### config.mk
export PLATFORM = sky130hd
export DESIGN_NAME = hrs_sequencer
export DESIGN_NICKNAME = d
export VERILOG_FILES = /design/src/logic/hrs_pkg.sv /design/src/logic/hrs_sync.sv /design/src/logic/hrs_sequencer.sv
export SDC_FILE = /design/constraint.sdc
export NUM_CORES = 1
export LEC_CHECK = 0
export BUFFER_PORTS_ARGS = -buffer_cell sky130_fd_sc_hd__buf_2
export CAP_MARGIN = 20
export CORE_UTILIZATION = 35
export CTS_CLUSTER_DIAMETER = 150
export DETAILED_ROUTE_END_ITERATION = 8
export GPL_ROUTABILITY_DRIVEN = 0
export GPL_TIMING_DRIVEN = 0
export PLACE_DENSITY = 0.65
export SLEW_MARGIN = 20
export SYNTH_ARGS = -nofsm -noshare
export SYNTH_HDL_FRONTEND = slang
export SYNTH_SLANG_ARGS = --single-unit
### constraint.sdc
create_clock -name ref_clk -period 2.6 [get_ports ref_clk]
set_clock_uncertainty 0.05 [all_clocks]
set_input_delay 0.52 -clock ref_clk [delete_from_list [all_inputs] [get_ports ref_clk]]
set_output_delay 0.52 -clock ref_clk [all_outputs]
set_load 0.02 [all_outputs]
### src/logic/hrs_pkg.sv
package hrs_pkg;

  // ---------------------------------------------------------------------------
  // Timing
  // ---------------------------------------------------------------------------
  localparam int CLK_PERIOD_NS = 10;
  // One CPU clock half-period is taken as one reference clock cycle
  localparam int HALF_PERIOD_NS = CLK_PERIOD_NS;
  localparam int SYNC_LOW_EXTRA_NS = 10;
  localparam int ASYNC_LOW_NS = 1500;
  localparam int START_DELAY_HP = 4;
  localparam int START_DELAY_MAX_HP = 16;
  localparam int SEQ_LEN_HP = 1024;
  localparam int END_DELAY_HP = 4;
  localparam int END_DELAY_MAX_HP = 6;
  localparam int ALE_DELAY_HP = 8;
  localparam int CFG_HOLD_HP = 6;
  localparam int SYNC_STAGES = 2;
  // Cycles: start delay does not include the synchroniser stages
  localparam int START_WAIT_CYC = (START_DELAY_HP * HALF_PERIOD_NS + CLK_PERIOD_NS - 1) / CLK_PERIOD_NS;
  localparam int SEQ_CYC = (SEQ_LEN_HP * HALF_PERIOD_NS) / CLK_PERIOD_NS;
  localparam int END_CYC = (END_DELAY_HP * HALF_PERIOD_NS + CLK_PERIOD_NS - 1) / CLK_PERIOD_NS;
  localparam int ALE_CYC = (ALE_DELAY_HP * HALF_PERIOD_NS) / CLK_PERIOD_NS;
  localparam int CNT_W = 11;

  // ---------------------------------------------------------------------------
  // Configuration port fields
  // ---------------------------------------------------------------------------
  localparam int CFG_EMU_BIT = 0;
  localparam int CFG_SELA_BIT = 1;
  localparam int CFG_CLK_LSB = 13;
  localparam int CFG_W = 16;
  localparam logic [15:0] RESET_VECTOR = 16'h0000;

  typedef enum logic [2:0] {
    HRS_IDLE,
    HRS_WAIT_START,
    HRS_SEQ,
    HRS_WAIT_END,
    HRS_WAIT_ALE,
    HRS_RUN
  } hrs_state_type;

  typedef struct packed {
    logic       emulation_select;
    logic       select_a;
    logic [2:0] clock_config;
  } hrs_cfg_type;

  typedef struct packed {
    hrs_state_type     state;
    logic [CNT_W-1:0]  cnt;
    logic              pull_low;
    logic              bus_drive;
    logic              ale;
    logic              internal_reset;
    logic              reset_indicator_n;
    logic              fetch_start;
    hrs_cfg_type       cfg;
  } hrs_ctrl_type;

endpackage

### src/logic/hrs_sync.sv
module hrs_sync
  import hrs_pkg::*;
#(
  parameter int STAGES    = 2,
  parameter logic RST_VAL = 1'b1
) (
  input  wire logic ref_clk,
  input  wire logic resetn,
  input  wire logic clk_en,
  input  wire logic din,
  output logic      dout
);

  logic [STAGES-1:0] sync_reg;

  always_ff @(posedge ref_clk or negedge resetn) begin
    if (!resetn) begin
      sync_reg <= {STAGES{RST_VAL}};
    end else if (clk_en) begin
      sync_reg <= {sync_reg[STAGES-2:0], din};
    end
  end

  assign dout = sync_reg[STAGES-1];

endmodule

### src/logic/hrs_sequencer.sv
// Operation
// - Sequence starts 4..16 half-periods after request low, lasts 1024, pin pulled low.
// - Internal reset ends 4..6 half-periods after the pin returns high.
// - Bus signals released when reset request goes low.
// - Bus signals driven again once internal reset ends.
// - Address-latch strobe rises exactly 8 half-periods after internal reset ends.
// - Config bits 0, 1, 13..15 loaded continuously while internal reset is active.
// - Execution starts at address zero after reset.
// - Reset indicator stays asserted until end-of-init instruction executes.
// - Warm reset cancels pending holds and completes the running access first.
module hrs_sequencer
  import hrs_pkg::*;
(
  input  wire logic              ref_clk,
  input  wire logic              resetn,
  input  wire logic              clk_en,
  input  wire logic              reset_request_n_in,
  output logic                   reset_request_n_out,
  output logic                   reset_request_n_oe,
  input  wire logic [CFG_W-1:0]  config_port,
  input  wire logic              end_of_init_instruction,
  input  wire logic              access_busy,
  output logic                   hold_cancel,
  output logic                   bus_drive,
  output logic                   ale,
  output logic                   internal_reset,
  output logic                   reset_indicator_n,
  output logic                   fetch_start,
  output logic [15:0]            fetch_addr,
  output logic                   emulation_select,
  output logic                   select_a,
  output logic [2:0]             clock_config
);

  // ---------------------------------------------------------------------------
  // Input synchronisation
  // ---------------------------------------------------------------------------
  logic req_n_sync;
  logic [CFG_W-1:0] cfg_meta_reg;
  logic [CFG_W-1:0] cfg_sync_reg;

  hrs_sync #(.STAGES(SYNC_STAGES), .RST_VAL(1'b1)) u_req_sync (
    .ref_clk (ref_clk),
    .resetn  (resetn),
    .clk_en  (clk_en),
    .din     (reset_request_n_in),
    .dout    (req_n_sync)
  );

  always_ff @(posedge ref_clk or negedge resetn) begin
    if (!resetn) begin
      cfg_meta_reg <= '1;
      cfg_sync_reg <= '1;
    end else if (clk_en) begin
      cfg_meta_reg <= config_port;
      cfg_sync_reg <= cfg_meta_reg;
    end
  end

  function automatic logic [CNT_W-1:0] cyc(input int n);
    cyc = CNT_W'(n - 1);
  endfunction

  // ---------------------------------------------------------------------------
  // Sequencer
  // ---------------------------------------------------------------------------
  hrs_ctrl_type ctrl_reg;
  hrs_ctrl_type ctrl_next;

  always_comb begin
    ctrl_next = ctrl_reg;
    ctrl_next.fetch_start = 1'b0;
    if (ctrl_reg.cnt != '0) begin
      ctrl_next.cnt = ctrl_reg.cnt - 1'b1;
    end
    case (ctrl_reg.state)
      HRS_IDLE, HRS_RUN: begin
        if (!req_n_sync) begin
          ctrl_next.bus_drive = 1'b0;
          ctrl_next.ale = 1'b0;
          ctrl_next.state = HRS_WAIT_START;
          ctrl_next.cnt = cyc(START_WAIT_CYC);
        end else if (ctrl_reg.state == HRS_RUN && end_of_init_instruction) begin
          ctrl_next.reset_indicator_n = 1'b1;
        end
      end
      HRS_WAIT_START: begin
        // Let a running internal access finish before resetting
        if (ctrl_reg.cnt == '0 && !access_busy) begin
          ctrl_next.state = HRS_SEQ;
          ctrl_next.cnt = cyc(SEQ_CYC);
          ctrl_next.pull_low = 1'b1;
          ctrl_next.internal_reset = 1'b1;
          ctrl_next.reset_indicator_n = 1'b0;
        end
      end
      HRS_SEQ: begin
        if (ctrl_reg.cnt == '0) begin
          ctrl_next.pull_low = 1'b0;
          ctrl_next.state = HRS_WAIT_END;
        end
      end
      HRS_WAIT_END: begin
        // Pin still held low externally keeps the condition
        if (!req_n_sync) begin
          ctrl_next.cnt = cyc(END_CYC);
        end else if (ctrl_reg.cnt == '0) begin
          ctrl_next.internal_reset = 1'b0;
          ctrl_next.bus_drive = 1'b1;
          ctrl_next.state = HRS_WAIT_ALE;
          ctrl_next.cnt = cyc(ALE_CYC);
        end
      end
      HRS_WAIT_ALE: begin
        if (ctrl_reg.cnt == '0) begin
          ctrl_next.ale = 1'b1;
          ctrl_next.fetch_start = 1'b1;
          ctrl_next.state = HRS_RUN;
        end
      end
      default: ctrl_next.state = HRS_IDLE;
    endcase
    if (ctrl_next.internal_reset) begin
      ctrl_next.cfg.emulation_select = cfg_sync_reg[CFG_EMU_BIT];
      ctrl_next.cfg.select_a = cfg_sync_reg[CFG_SELA_BIT];
      ctrl_next.cfg.clock_config = cfg_sync_reg[CFG_CLK_LSB +: 3];
    end
  end

  always_ff @(posedge ref_clk or negedge resetn) begin
    if (!resetn) begin
      ctrl_reg <= '{state: HRS_IDLE, cnt: '0, pull_low: 1'b0, bus_drive: 1'b0, ale: 1'b0,
                    internal_reset: 1'b1, reset_indicator_n: 1'b0, fetch_start: 1'b0,
                    cfg: '{emulation_select: 1'b1, select_a: 1'b1, clock_config: 3'h7}};
    end else if (clk_en) begin
      ctrl_reg <= ctrl_next;
    end
  end

  // ---------------------------------------------------------------------------
  // Outputs
  // ---------------------------------------------------------------------------
  assign reset_request_n_out = 1'b0;
  assign reset_request_n_oe  = ctrl_reg.pull_low;
  assign hold_cancel         = (ctrl_reg.state == HRS_WAIT_START);
  assign bus_drive           = ctrl_reg.bus_drive;
  assign ale                 = ctrl_reg.ale;
  assign internal_reset      = ctrl_reg.internal_reset;
  assign reset_indicator_n   = ctrl_reg.reset_indicator_n;
  assign fetch_start         = ctrl_reg.fetch_start;
  assign fetch_addr          = RESET_VECTOR;
  assign emulation_select    = ctrl_reg.cfg.emulation_select;
  assign select_a            = ctrl_reg.cfg.select_a;
  assign clock_config        = ctrl_reg.cfg.clock_config;

  // ---------------------------------------------------------------------------
  // Assertion helpers
  // ---------------------------------------------------------------------------
  // Counts enabled cycles with the pin pulled low, for the sequence length check
  logic [CNT_W-1:0] oe_len_reg;

  always_ff @(posedge ref_clk or negedge resetn) begin
    if (!resetn) begin
      oe_len_reg <= '0;
    end else if (clk_en) begin
      if (reset_request_n_oe) begin
        oe_len_reg <= oe_len_reg + 1'b1;
      end else begin
        oe_len_reg <= '0;
      end
    end
  end

  // ---------------------------------------------------------------------------
  // Assertions
  // ---------------------------------------------------------------------------
  AST_SEQ_LEN: assert property (@(posedge ref_clk) disable iff (!resetn)
    clk_en && $rose(reset_request_n_oe) ##1 clk_en[*7] |-> reset_request_n_oe)
    else $error("Pull-low ended too early");
  AST_PULL_OFF: assert property (@(posedge ref_clk) disable iff (!resetn)
    (ctrl_reg.state == HRS_SEQ && ctrl_reg.cnt == '0 && clk_en) |=> !reset_request_n_oe)
    else $error("Pull-low not released after sequence");
  AST_RELEASE: assert property (@(posedge ref_clk) disable iff (!resetn)
    (clk_en && !req_n_sync && ctrl_reg.state == HRS_RUN) |=> !bus_drive)
    else $error("Bus not released on reset request");
  AST_DRIVE: assert property (@(posedge ref_clk) disable iff (!resetn)
    $fell(internal_reset) |-> bus_drive)
    else $error("Bus not driven after internal reset end");
  AST_ALE: assert property (@(posedge ref_clk) disable iff (!resetn)
    ($fell(internal_reset) && clk_en) ##1 clk_en[*7] |=> ale)
    else $error("Latch strobe not at 8 half-periods");
  AST_ALE_EARLY: assert property (@(posedge ref_clk) disable iff (!resetn)
    $fell(internal_reset) |-> !ale)
    else $error("Latch strobe too early");
  AST_CFG: assert property (@(posedge ref_clk) disable iff (!resetn)
    (clk_en && ctrl_reg.state == HRS_SEQ) |=> emulation_select == $past(cfg_sync_reg[CFG_EMU_BIT]))
    else $error("Config bit not loaded during reset");
  AST_INDICATOR: assert property (@(posedge ref_clk) disable iff (!resetn)
    $rose(reset_indicator_n) |-> $past(end_of_init_instruction))
    else $error("Reset indicator released without end of init");
  AST_END: assert property (@(posedge ref_clk) disable iff (!resetn)
    $fell(internal_reset) |-> $past(req_n_sync, 4))
    else $error("Internal reset ended too soon after pin high");
  AST_SEQ_COUNT: assert property (@(posedge ref_clk) disable iff (!resetn)
    $fell(reset_request_n_oe) |-> oe_len_reg == CNT_W'(SEQ_CYC))
    else $error("Pull-low length differs from the sequence length");
  AST_END_MAX: assert property (@(posedge ref_clk) disable iff (!resetn)
    (clk_en && ctrl_reg.state == HRS_WAIT_END && $rose(req_n_sync)) ##1 (clk_en && req_n_sync)[*4]
    |-> !internal_reset)
    else $error("Internal reset ended too late after pin high");
  AST_WAIT_ACCESS: assert property (@(posedge ref_clk) disable iff (!resetn)
    (clk_en && hold_cancel && access_busy) |=> !reset_request_n_oe)
    else $error("Sequence started while an access was running");
  AST_INDICATOR_LOW: assert property (@(posedge ref_clk) disable iff (!resetn)
    $rose(reset_request_n_oe) |-> !reset_indicator_n)
    else $error("Reset indicator not asserted at sequence start");

  COV_SEQ: cover property (@(posedge ref_clk) $rose(reset_request_n_oe));
  COV_END: cover property (@(posedge ref_clk) $fell(internal_reset));
  COV_ALE: cover property (@(posedge ref_clk) $rose(ale));
  COV_END_OF_INIT_INSTRUCTION: cover property (@(posedge ref_clk) $rose(reset_indicator_n));
  COV_WAIT_BUSY: cover property (@(posedge ref_clk) hold_cancel && access_busy);

endmodule

# == Word-level counts from Yosys, hierarchy flattened ==
# Cells that the tools add are included.
# op_classes
add_sub_neg,1
eq_ne,13
muxes,26
reduce_logical,17
# ops
op,n
$pmux 11 s3,1
$mux 14,2
$mux 11,2
$mux 15,1
$pmux 3 s5,1
$logic_not 11->1,1
$reduce_bool 11->1,1
$sub 11x1->11 const B,1
$ne 2x2->1 const B,5
$pmux 1 s2,5
$reduce_and 5->1,2
$mux 1,9
$mux 3,3
$reduce_and 4->1,2
$reduce_bool 2->1,4
$reduce_and 7->1,1
$eq 3x2->1 const B,2
$eq 3x3->1 const B,2
$ne 2x1->1 const B,3
$mux 2,2
$eq 3x1->1 const B,1
$logic_not 3->1,1
$logic_and 1x1->1,2
$reduce_and 2->1,1
other kinds (2),2
# word_totals
register_bits,59
input_bits,22
out_inout_bits,29
elab_cells,71

# == Depth between registers and ports, before layout ==
# Gate-level depths: netlist of run 1.
# depth
depth_word,5
mapped_depth,12

# == Hierarchy ==
# Synthesis of run 1 repeated with hierarchy kept, for this count alone.
# unflattened
hier_cells,220
area_unflattened_um2,2239.6
# by_module_without_submodules
module,n_inst,cells_per_inst,area_each_um2,seq_area_each_um2
hrs_sequencer,1,216,2164.6,895.9
hrs_sync,1,4,75.1,52.6

# == Least setup slack after synthesis of run 1 ==
# OpenSTA, ideal clock, no wires.
# synth_timing
kind,reg2reg
startpoint,register ctrl_reg[11] in the netlist's numbering
endpoint,register ctrl_reg[11] in the netlist's numbering
t_arrival_ns,1.969
setup_slack_ns,0.440
path_stages_with_launch,13
period_less_slack_ns,2.160
cell_sequence,dfrtp_1 inv_1 ha_1 nor3b_1 and4_1 buf_2 inv_2 buf_2 ha_1 inv_1 o211ai_1 o31ai_1 a31oi_1
# synth_via
elab_chain_len,5
elab_cells_between_ends,10
cone_classes,add/sub (1); mux (6); reduce/logical (3)
# synth_lines
element,line_no,rtl
"start, declared",hrs_sequencer.sv:67,hrs_ctrl_type ctrl_reg;
"start signal, assigned",hrs_sequencer.sv:132,"ctrl_reg <= '{state: HRS_IDLE, cnt: '0, pull_low: 1'b0, bus_drive: 1'b0, ale: 1'b0,"
"start signal, assigned",hrs_sequencer.sv:136,ctrl_reg <= ctrl_next;
$sub 11x1->11 or $reduce_bool 11->1 (tied branches),"hrs_sequencer.sv:74, hrs_sequencer.sv:73",
$mux 11,hrs_sequencer.sv:73,if (ctrl_reg.cnt != '0) begin
$mux 14,hrs_sequencer.sv:107,end else if (ctrl_reg.cnt == '0) begin
$mux 11,hrs_sequencer.sv:105,if (!req_n_sync) begin
$pmux 11 s3 *,hrs_sequencer.sv:76,case (ctrl_reg.state)
# Every way passes the cells marked *; elsewhere a longest branch is shown, timed or not. The select of a mux whose other input is x is not followed.
# A chain may end at the register's enable or synchronous reset.

# == Final worst setup path of run 1 ==
# layout_timing
startpoint,register ctrl_reg[12] in the netlist's numbering
endpoint,register ctrl_reg[11] in the netlist's numbering
# layout_via
elab_chain_len,5
elab_cells_between_ends,9
cone_classes,mux (6); reduce/logical (3)
# layout_lines
element,line_no
$reduce_bool 11->1,hrs_sequencer.sv:73
$mux 11,hrs_sequencer.sv:73
$mux 14,hrs_sequencer.sv:107
$mux 11,hrs_sequencer.sv:105
$pmux 11 s3 *,hrs_sequencer.sv:76
# Marked as above.

==> flow_summary.toml, run 1 <==
[placement]
port_buffers = 22
preCtsSetupSlack_ns = 0.141
dp_hpwl_mm = 3.76
dpl_cell_area_um2 = 2570

[clock_tree]
cts_tree = "done"
ctsResizeCount = 0
cts_setup_buffers = 0
clock_latency_ns = 0.29
cts_sinks = 37
clk_path_buf_depth = 2
root_buffer = "clkbuf_8"
ctsHoldBuffers = 0
cts_max_level = 2
clk_pin_slew_ns = 0.08
cts_inserted_buffers = 5

[final_layout]
fin_nets = 304
antenna_cells = 0
design_area_um2 = 2680
drive_gt1_share_pct = 33.6
fill_cells = 606
syn_to_final_growth_pct = 16.6
largest_register_ffs = 14

[synthesis]
ys_seq_area_share_pct = 41.2
ys_types = 60
synth_edf_count = 0
synth_warnings = 0
synth_top_cell_area_share_pct = 20.7
async_flop_share_pct = 100
ys_ff_latch = 37
yosys_most_used_dff = "dfrtp_1"
synthTopCellsByCount = "buf_4, dfrtp_1, dfstp_2"
yosysTopAreaCell = "dfrtp_1"
synthXorXnorAreaFrac_pct = 0.381
syn_area_um2 = 2300
syn-instance-count = 234
yosysMostFrequentCell = "buf_4"
synth-simple-area-share_pct = 21.7
synth-compound-area-share_pct = 15.1
muxShareOfSynthArea_pct = 9.14
yosys-top-cells-area = "dfrtp_1, dfstp_2, buf_4"
synthAdderAreaFrac_pct = 1.63
synth_top_family_by_area = "simple AND/OR/NAND/NOR gates"
synth.avg_cell_area_um2 = 9.83

[global_routing]
antenna_found_initial = 0
overflow = 0
grt_max_degree = 38
grt_use_total_pct = 15.7
grt_pass1_vias = 1837
grt_pass1_wl_mm = 8.71

[route]
drtAntennaViolNets = 0
drt_pass1_iterations = 6
wl_per_cell_um = 14.8
vias = 1895
drc = 2
route.final.wire_length_mm = 5.27
initialDrtViolationCount = 116
vias_per_cell = 5.31

[critical_path]
critPathCaptureType = "flop"
critPathSlowestCell = "dfrtp_1"
max_stage_delay_ns = 0.40
crit_chain = "inv_1 -> ha_1 -> nor3b_2 -> and4_1 -> clkbuf_4 -> inv_2 -> buf_2 -> ha_1 -> inv_1 -> o211ai_1 -> o31ai_1 -> a31oi_1"
critPathBufInv = 5
critical_path_required_ns = 2.69
cp-start-kind = "flop"
crit_fanout = 10
cp_data_arrival_time_ns = 2.52
worstSetupPathType = "flop to flop"
crit_family = "buffers and inverters"

[run_status]
outcome = "finished, violations left"
violations = "design-rule violations"

[timing]
setup-violations-final = 0
maxSlewViolCount = 0
hold_viol = 0
slew_headroom_pct = 42.0
fin_crit_ns = 2.43
max_freq_mhz = 412
tightestPinTransition_ns = 0.866
final.period_utilization_pct = 93.4
worst_slack_ns = 0.173

[min_path]
hold_path_class = "primary input to async pin"

[pwr]
ir_worst_vdd_uv = 420
power.density_nw_per_um2 = 706
p_leak_nw = 1.22

[floorplan]
rows = 29
dieArea_um2 = 6900
boundaryPins = 51
die_h_um = 83.1
fp.coreArea_um2 = 6350
die_width_um = 83.1
initial_core_util_pct = 36.2

[flow_run]
cap_violations = 0
## routing by layer
metal,track usage (%),routed length [µm],vias to the layer above
li1,-,-,915
met1,19.8,2360,904
met4,5.64,81,0
met2,26.6,2560,66
met5,0,0,-
met3,3.18,272,10
## path summary, 6_finish.rpt
check,cells past startpoint,from,endpoint,slack [ns]
max in group asynchronous,1,resetn,ctrl_reg[11]$_DFFE_PN0P_,1.71
min in group ref_clk,2,config_port[0],cfg_meta_reg[0]$_DFFE_PN1P_,0.40
setup reg to reg,12,ctrl_reg[12]$_DFFE_PN0P_,ctrl_reg[11]$_DFFE_PN0P_,0.17
hold / removal,1,resetn,reset_indicator_n$_DFFE_PN0P_,0.27
setup / recovery,12,ctrl_reg[12]$_DFFE_PN0P_,ctrl_reg[11]$_DFFE_PN0P_,0.17
hold reg to reg,2,u_req_sync.sync_reg[0]$_DFFE_PN1P_,u_req_sync.sync_reg[1]$_DFFE_PN1P_,0.45
## kinds of logic after synthesis
family	count (synthesis)
xor+xnor	1
compound gates	49
buf+inv	44
other cells	1
mux	19
simple gates	80
fa+ha+maj	3
flops	37
## power breakdown
part / total, mW / leakage (nW) / internal (mW) / switching, mW
combinational: 0.563 / 0.732 / 0.251 / 0.313
clock: 0.476 / 0.0567 / 0.249 / 0.227
sequential: 0.855 / 0.430 / 0.738 / 0.117
## stage by stage
stage               power (mW)  cells  utilization [%]  TNS, ns  hold slack, ns
global placement          1.40    349             40.4        0           0.426
floorplan                 1.26    250                -        0           0.174
finish                    1.89    357             42.2        0           0.275
detailed placement        1.42    349             40.4        0           0.432
global route              2.02    357             42.2  -0.0156           0.325
CTS                       1.90    357             42.1        0           0.288
## cell type report
cell class	instances	area (µm²)	share of cell area, %
sequential	37	948	35.4
buffer	34	211	7.89
clock buffer	6	93.8	3.50
timing repair buffer	22	110	4.11
multi-input combinational	169	1170	43.6
inverter	10	37.5	1.40
clock inverter	2	13.8	0.513
tap	77	96.3	3.59
## cell usage in the layout (no fill, tap or decap), types with 3 or more instances in the layout
master and instances:
dfstp_2 18, a31oi_1 6, and4_1 3, conb_1 17, nor4_1 3, a21oi_1 6
nand2_1 11, o21ai_0 5, mux2_1 7, mux2_2 9, o31ai_1 3, and3_1 3
clkbuf_8 5, nor2_1 16, ha_1 3, buf_4 20, clkbuf_1 8, nor3_1 8
o41ai_1 4, o21ai_1 6, dfrtp_1 19, nor4b_1 3, buf_2 25, nor2b_1 3
a211o_1 6, mux2i_1 3, nand4_1 5, nand2b_1 4, inv_1 8
## worst register-to-register path: stages (launching register included)
cell and delay (ns):
dfrtp_1 0.40, inv_1 0.12, ha_1 0.21, nor3b_2 0.20, and4_1 0.21, clkbuf_4 0.20
inv_2 0.05, buf_2 0.19, ha_1 0.31, inv_1 0.06, o211ai_1 0.08, o31ai_1 0.10
a31oi_1 0.11
(Power assumes the default switching activity.)
==> run 2: changes to the inputs <==
--- a/config.mk
+++ b/config.mk
@@ -12,7 +12,7 @@
 export DETAILED_ROUTE_END_ITERATION = 8
 export GPL_ROUTABILITY_DRIVEN = 0
 export GPL_TIMING_DRIVEN = 0
-export PLACE_DENSITY = 0.65
+export PLACE_DENSITY = 0.67
 export SLEW_MARGIN = 20
 export SYNTH_ARGS = -nofsm -noshare
 export SYNTH_HDL_FRONTEND = slang
==> constraint.sdc (replaced) <==
create_clock -name ref_clk -period 2.1 [get_ports ref_clk]
set_clock_uncertainty 0.05 [all_clocks]
set_input_delay 0.42 -clock ref_clk [delete_from_list [all_inputs] [get_ports ref_clk]]
set_output_delay 0.42 -clock ref_clk [all_outputs]
set_load 0.02 [all_outputs]
==> run 2 against run 1 <==
The run now ends clean. Combinational power is 47% higher. Count of clock-buffer cells in the layout is 1 lower. Sequential cell count stayed put. Fmax is 17% higher. Sequential power is 25% higher. Sequential share of layout area is 2.0 points lower. Global-route usage is 0.33 points higher. Cell count is 3.1% higher. Critical path type unchanged. Worst hold slack worse by 0.097 ns. Worst setup slack worse by 0.15 ns. Via count is 4.4% higher. Largest power group unchanged. Total power is 34% higher.
==> flow_summary.toml, run 2 (synthesized netlist as in run 1, its figures left out) <==
[run_status]
outcome = "complete, no violations"

[final_layout]
final_common_cell = "buf_4"
syn_to_final_growth_pct = 23.8
ff_latch_area_um2 = 950
design_area_um2 = 2850
fin_cells = 368
fin_nets = 315
final_cell_mix = "buf_4, buf_2, dfrtp_1, dfstp_2, conb_1"
drive_gt1_share_pct = 38.8
antenna_cells = 0
multi_input_area_um2 = 1230
largest_register_ffs = 14
fill_cells = 615

[critical_path]
cp_data_arrival_time_ns = 2.24
cp-start-kind = "flop"
critPathCaptureType = "flop"
critical_path_required_ns = 2.27
worstSetupPathType = "flop to flop"
crit_fanout = 5

[global_routing]
grt_max_degree = 38
grt_use_total_pct = 16.0
grt_pass1_vias = 1803
grt_pass1_wl_mm = 8.94
antenna_found_initial = 0
overflow = 0

[placement]
numPlacedInstances = 349
dpl_cell_area_um2 = 2570
port_buffers = 22
dp_hpwl_mm = 3.65

[clock_tree]
ctsHoldBuffers = 0
clock_latency_ns = 0.29
cts_tree = "done"
cts_inserted_buffers = 5
root_buffer = "clkbuf_8"
cts_max_level = 2
clk_path_buf_depth = 2
clk_pin_slew_ns = 0.08
cts_sinks = 37

[pwr]
p_leak_nw = 1.29
ir_worst_vdd_uv = 609
power.density_nw_per_um2 = 890

[timing]
max_freq_mhz = 481
fin_crit_ns = 2.08
hold_viol = 0
slew_headroom_pct = 43.9
tightestPinTransition_ns = 0.842
final.period_utilization_pct = 98.9
rsz0062_at_grt = "true"
maxSlewViolCount = 0
setup-violations-final = 0

[flow_run]
cap_violations = 0

[route]
vias = 1978
initialDrtViolationCount = 119
route.final.wire_length_mm = 5.37
drtAntennaViolNets = 0
wl_per_cell_um = 14.6
drt_pass1_iterations = 5
drc = 0
vias_per_cell = 5.38

[floorplan]
boundaryPins = 51
rows = 29
initial_core_util_pct = 36.2
fp.coreArea_um2 = 6350
die_h_um = 83.1
die_width_um = 83.1
dieArea_um2 = 6900

[min_path]
hold_path_class = "primary input to async pin"
-- run 2: changes by cell type in the layout (fill, tap and decap cells not counted), sizes merged --
cell | previous run | this run
buf | 46 | 57
bufinv | 0 | 1
clkbuf | 16 | 15
-- run 2: final timing paths --
kind / from / endpoint / slack (ns) / depth (start not counted)
worst max-delay path: ctrl_reg[12]$_DFFE_PN0P_ / ctrl_reg[11]$_DFFE_PN0P_ / 0.02 / 12
worst min-delay path: resetn / ctrl_reg[18]$_DFFE_PN0P_ / 0.18 / 1
worst max register to register: ctrl_reg[12]$_DFFE_PN0P_ / ctrl_reg[11]$_DFFE_PN0P_ / 0.02 / 12
worst min register to register: u_req_sync.sync_reg[0]$_DFFE_PN1P_ / u_req_sync.sync_reg[1]$_DFFE_PN1P_ / 0.45 / 2
max in group asynchronous: resetn / ctrl_reg[15]$_DFFE_PN0P_ / 1.25 / 1
min in group ref_clk: config_port[0] / cfg_meta_reg[0]$_DFFE_PN1P_ / 0.29 / 2
-- run 2: stage by stage --
| step | hold slack, ns | power (mW) | util, % | TNS [ns] | setup WS (ns) |
|---|---|---|---|---|---|
| global placement | 0.427 | 1.73 | 40.5 | -1.07 | -0.219 |
| CTS | 0.194 | 2.48 | 43.9 | 0 | 0.00407 |
| floorplan | 0.0744 | 1.57 | - | 0 | 0.0168 |
| detailed placement | 0.433 | 1.76 | 40.5 | -1.39 | -0.242 |
| finish | 0.177 | 2.53 | 44.8 | 0 | 0.0229 |
| global route | 0.245 | 2.67 | 44.8 | -0.609 | -0.0972 |
-- run 2: critical path: stages, from the launching register on --
cell and delay (ns):
dfrtp_1 0.39, inv_2 0.10, ha_4 0.14, nor3b_4 0.19, and4_1 0.23, buf_6 0.12, inv_2 0.04, buf_8 0.12
ha_4 0.25, inv_1 0.03, o211ai_1 0.08, o31ai_1 0.09, a31oi_1 0.17
-- run 2: power by group --
| part | internal [mW] | switching [mW] |
|---|---|---|
| Sequential | 0.915 | 0.154 |
| Clock | 0.356 | 0.279 |
| Combinational | 0.397 | 0.432 |
| Total | 1.67 | 0.865 |
-- run 2: repair_timing --
item                                   4_1_cts  5_1_grt
setup endpoints to repair                   12       13
resized for setup                           14        3
pin swaps                                    2        3
endpoints found under the hold margin        0        0
setup buffers                                4        7
-- run 2: final cells by class --
type                    instances  area share [%]
clock inverters                 3            1.54
plain buffers                  34            7.96
clock buffers                   5            2.42
multi-input cells             169            43.3
inverters                      10            1.32
flip-flops and latches         37            33.4
well taps                      77            3.38
repair buffers                 33            6.77
-- run 2: per-layer routing --
layer  vias up  GRT usage [%]  part of all wire (%)
met4         0           5.96                   2.2
li1        937              -                     -
met2        89           26.7                    47
met1       939           20.9                    45
met5         -              0                     0
met3        13           2.78                   5.8
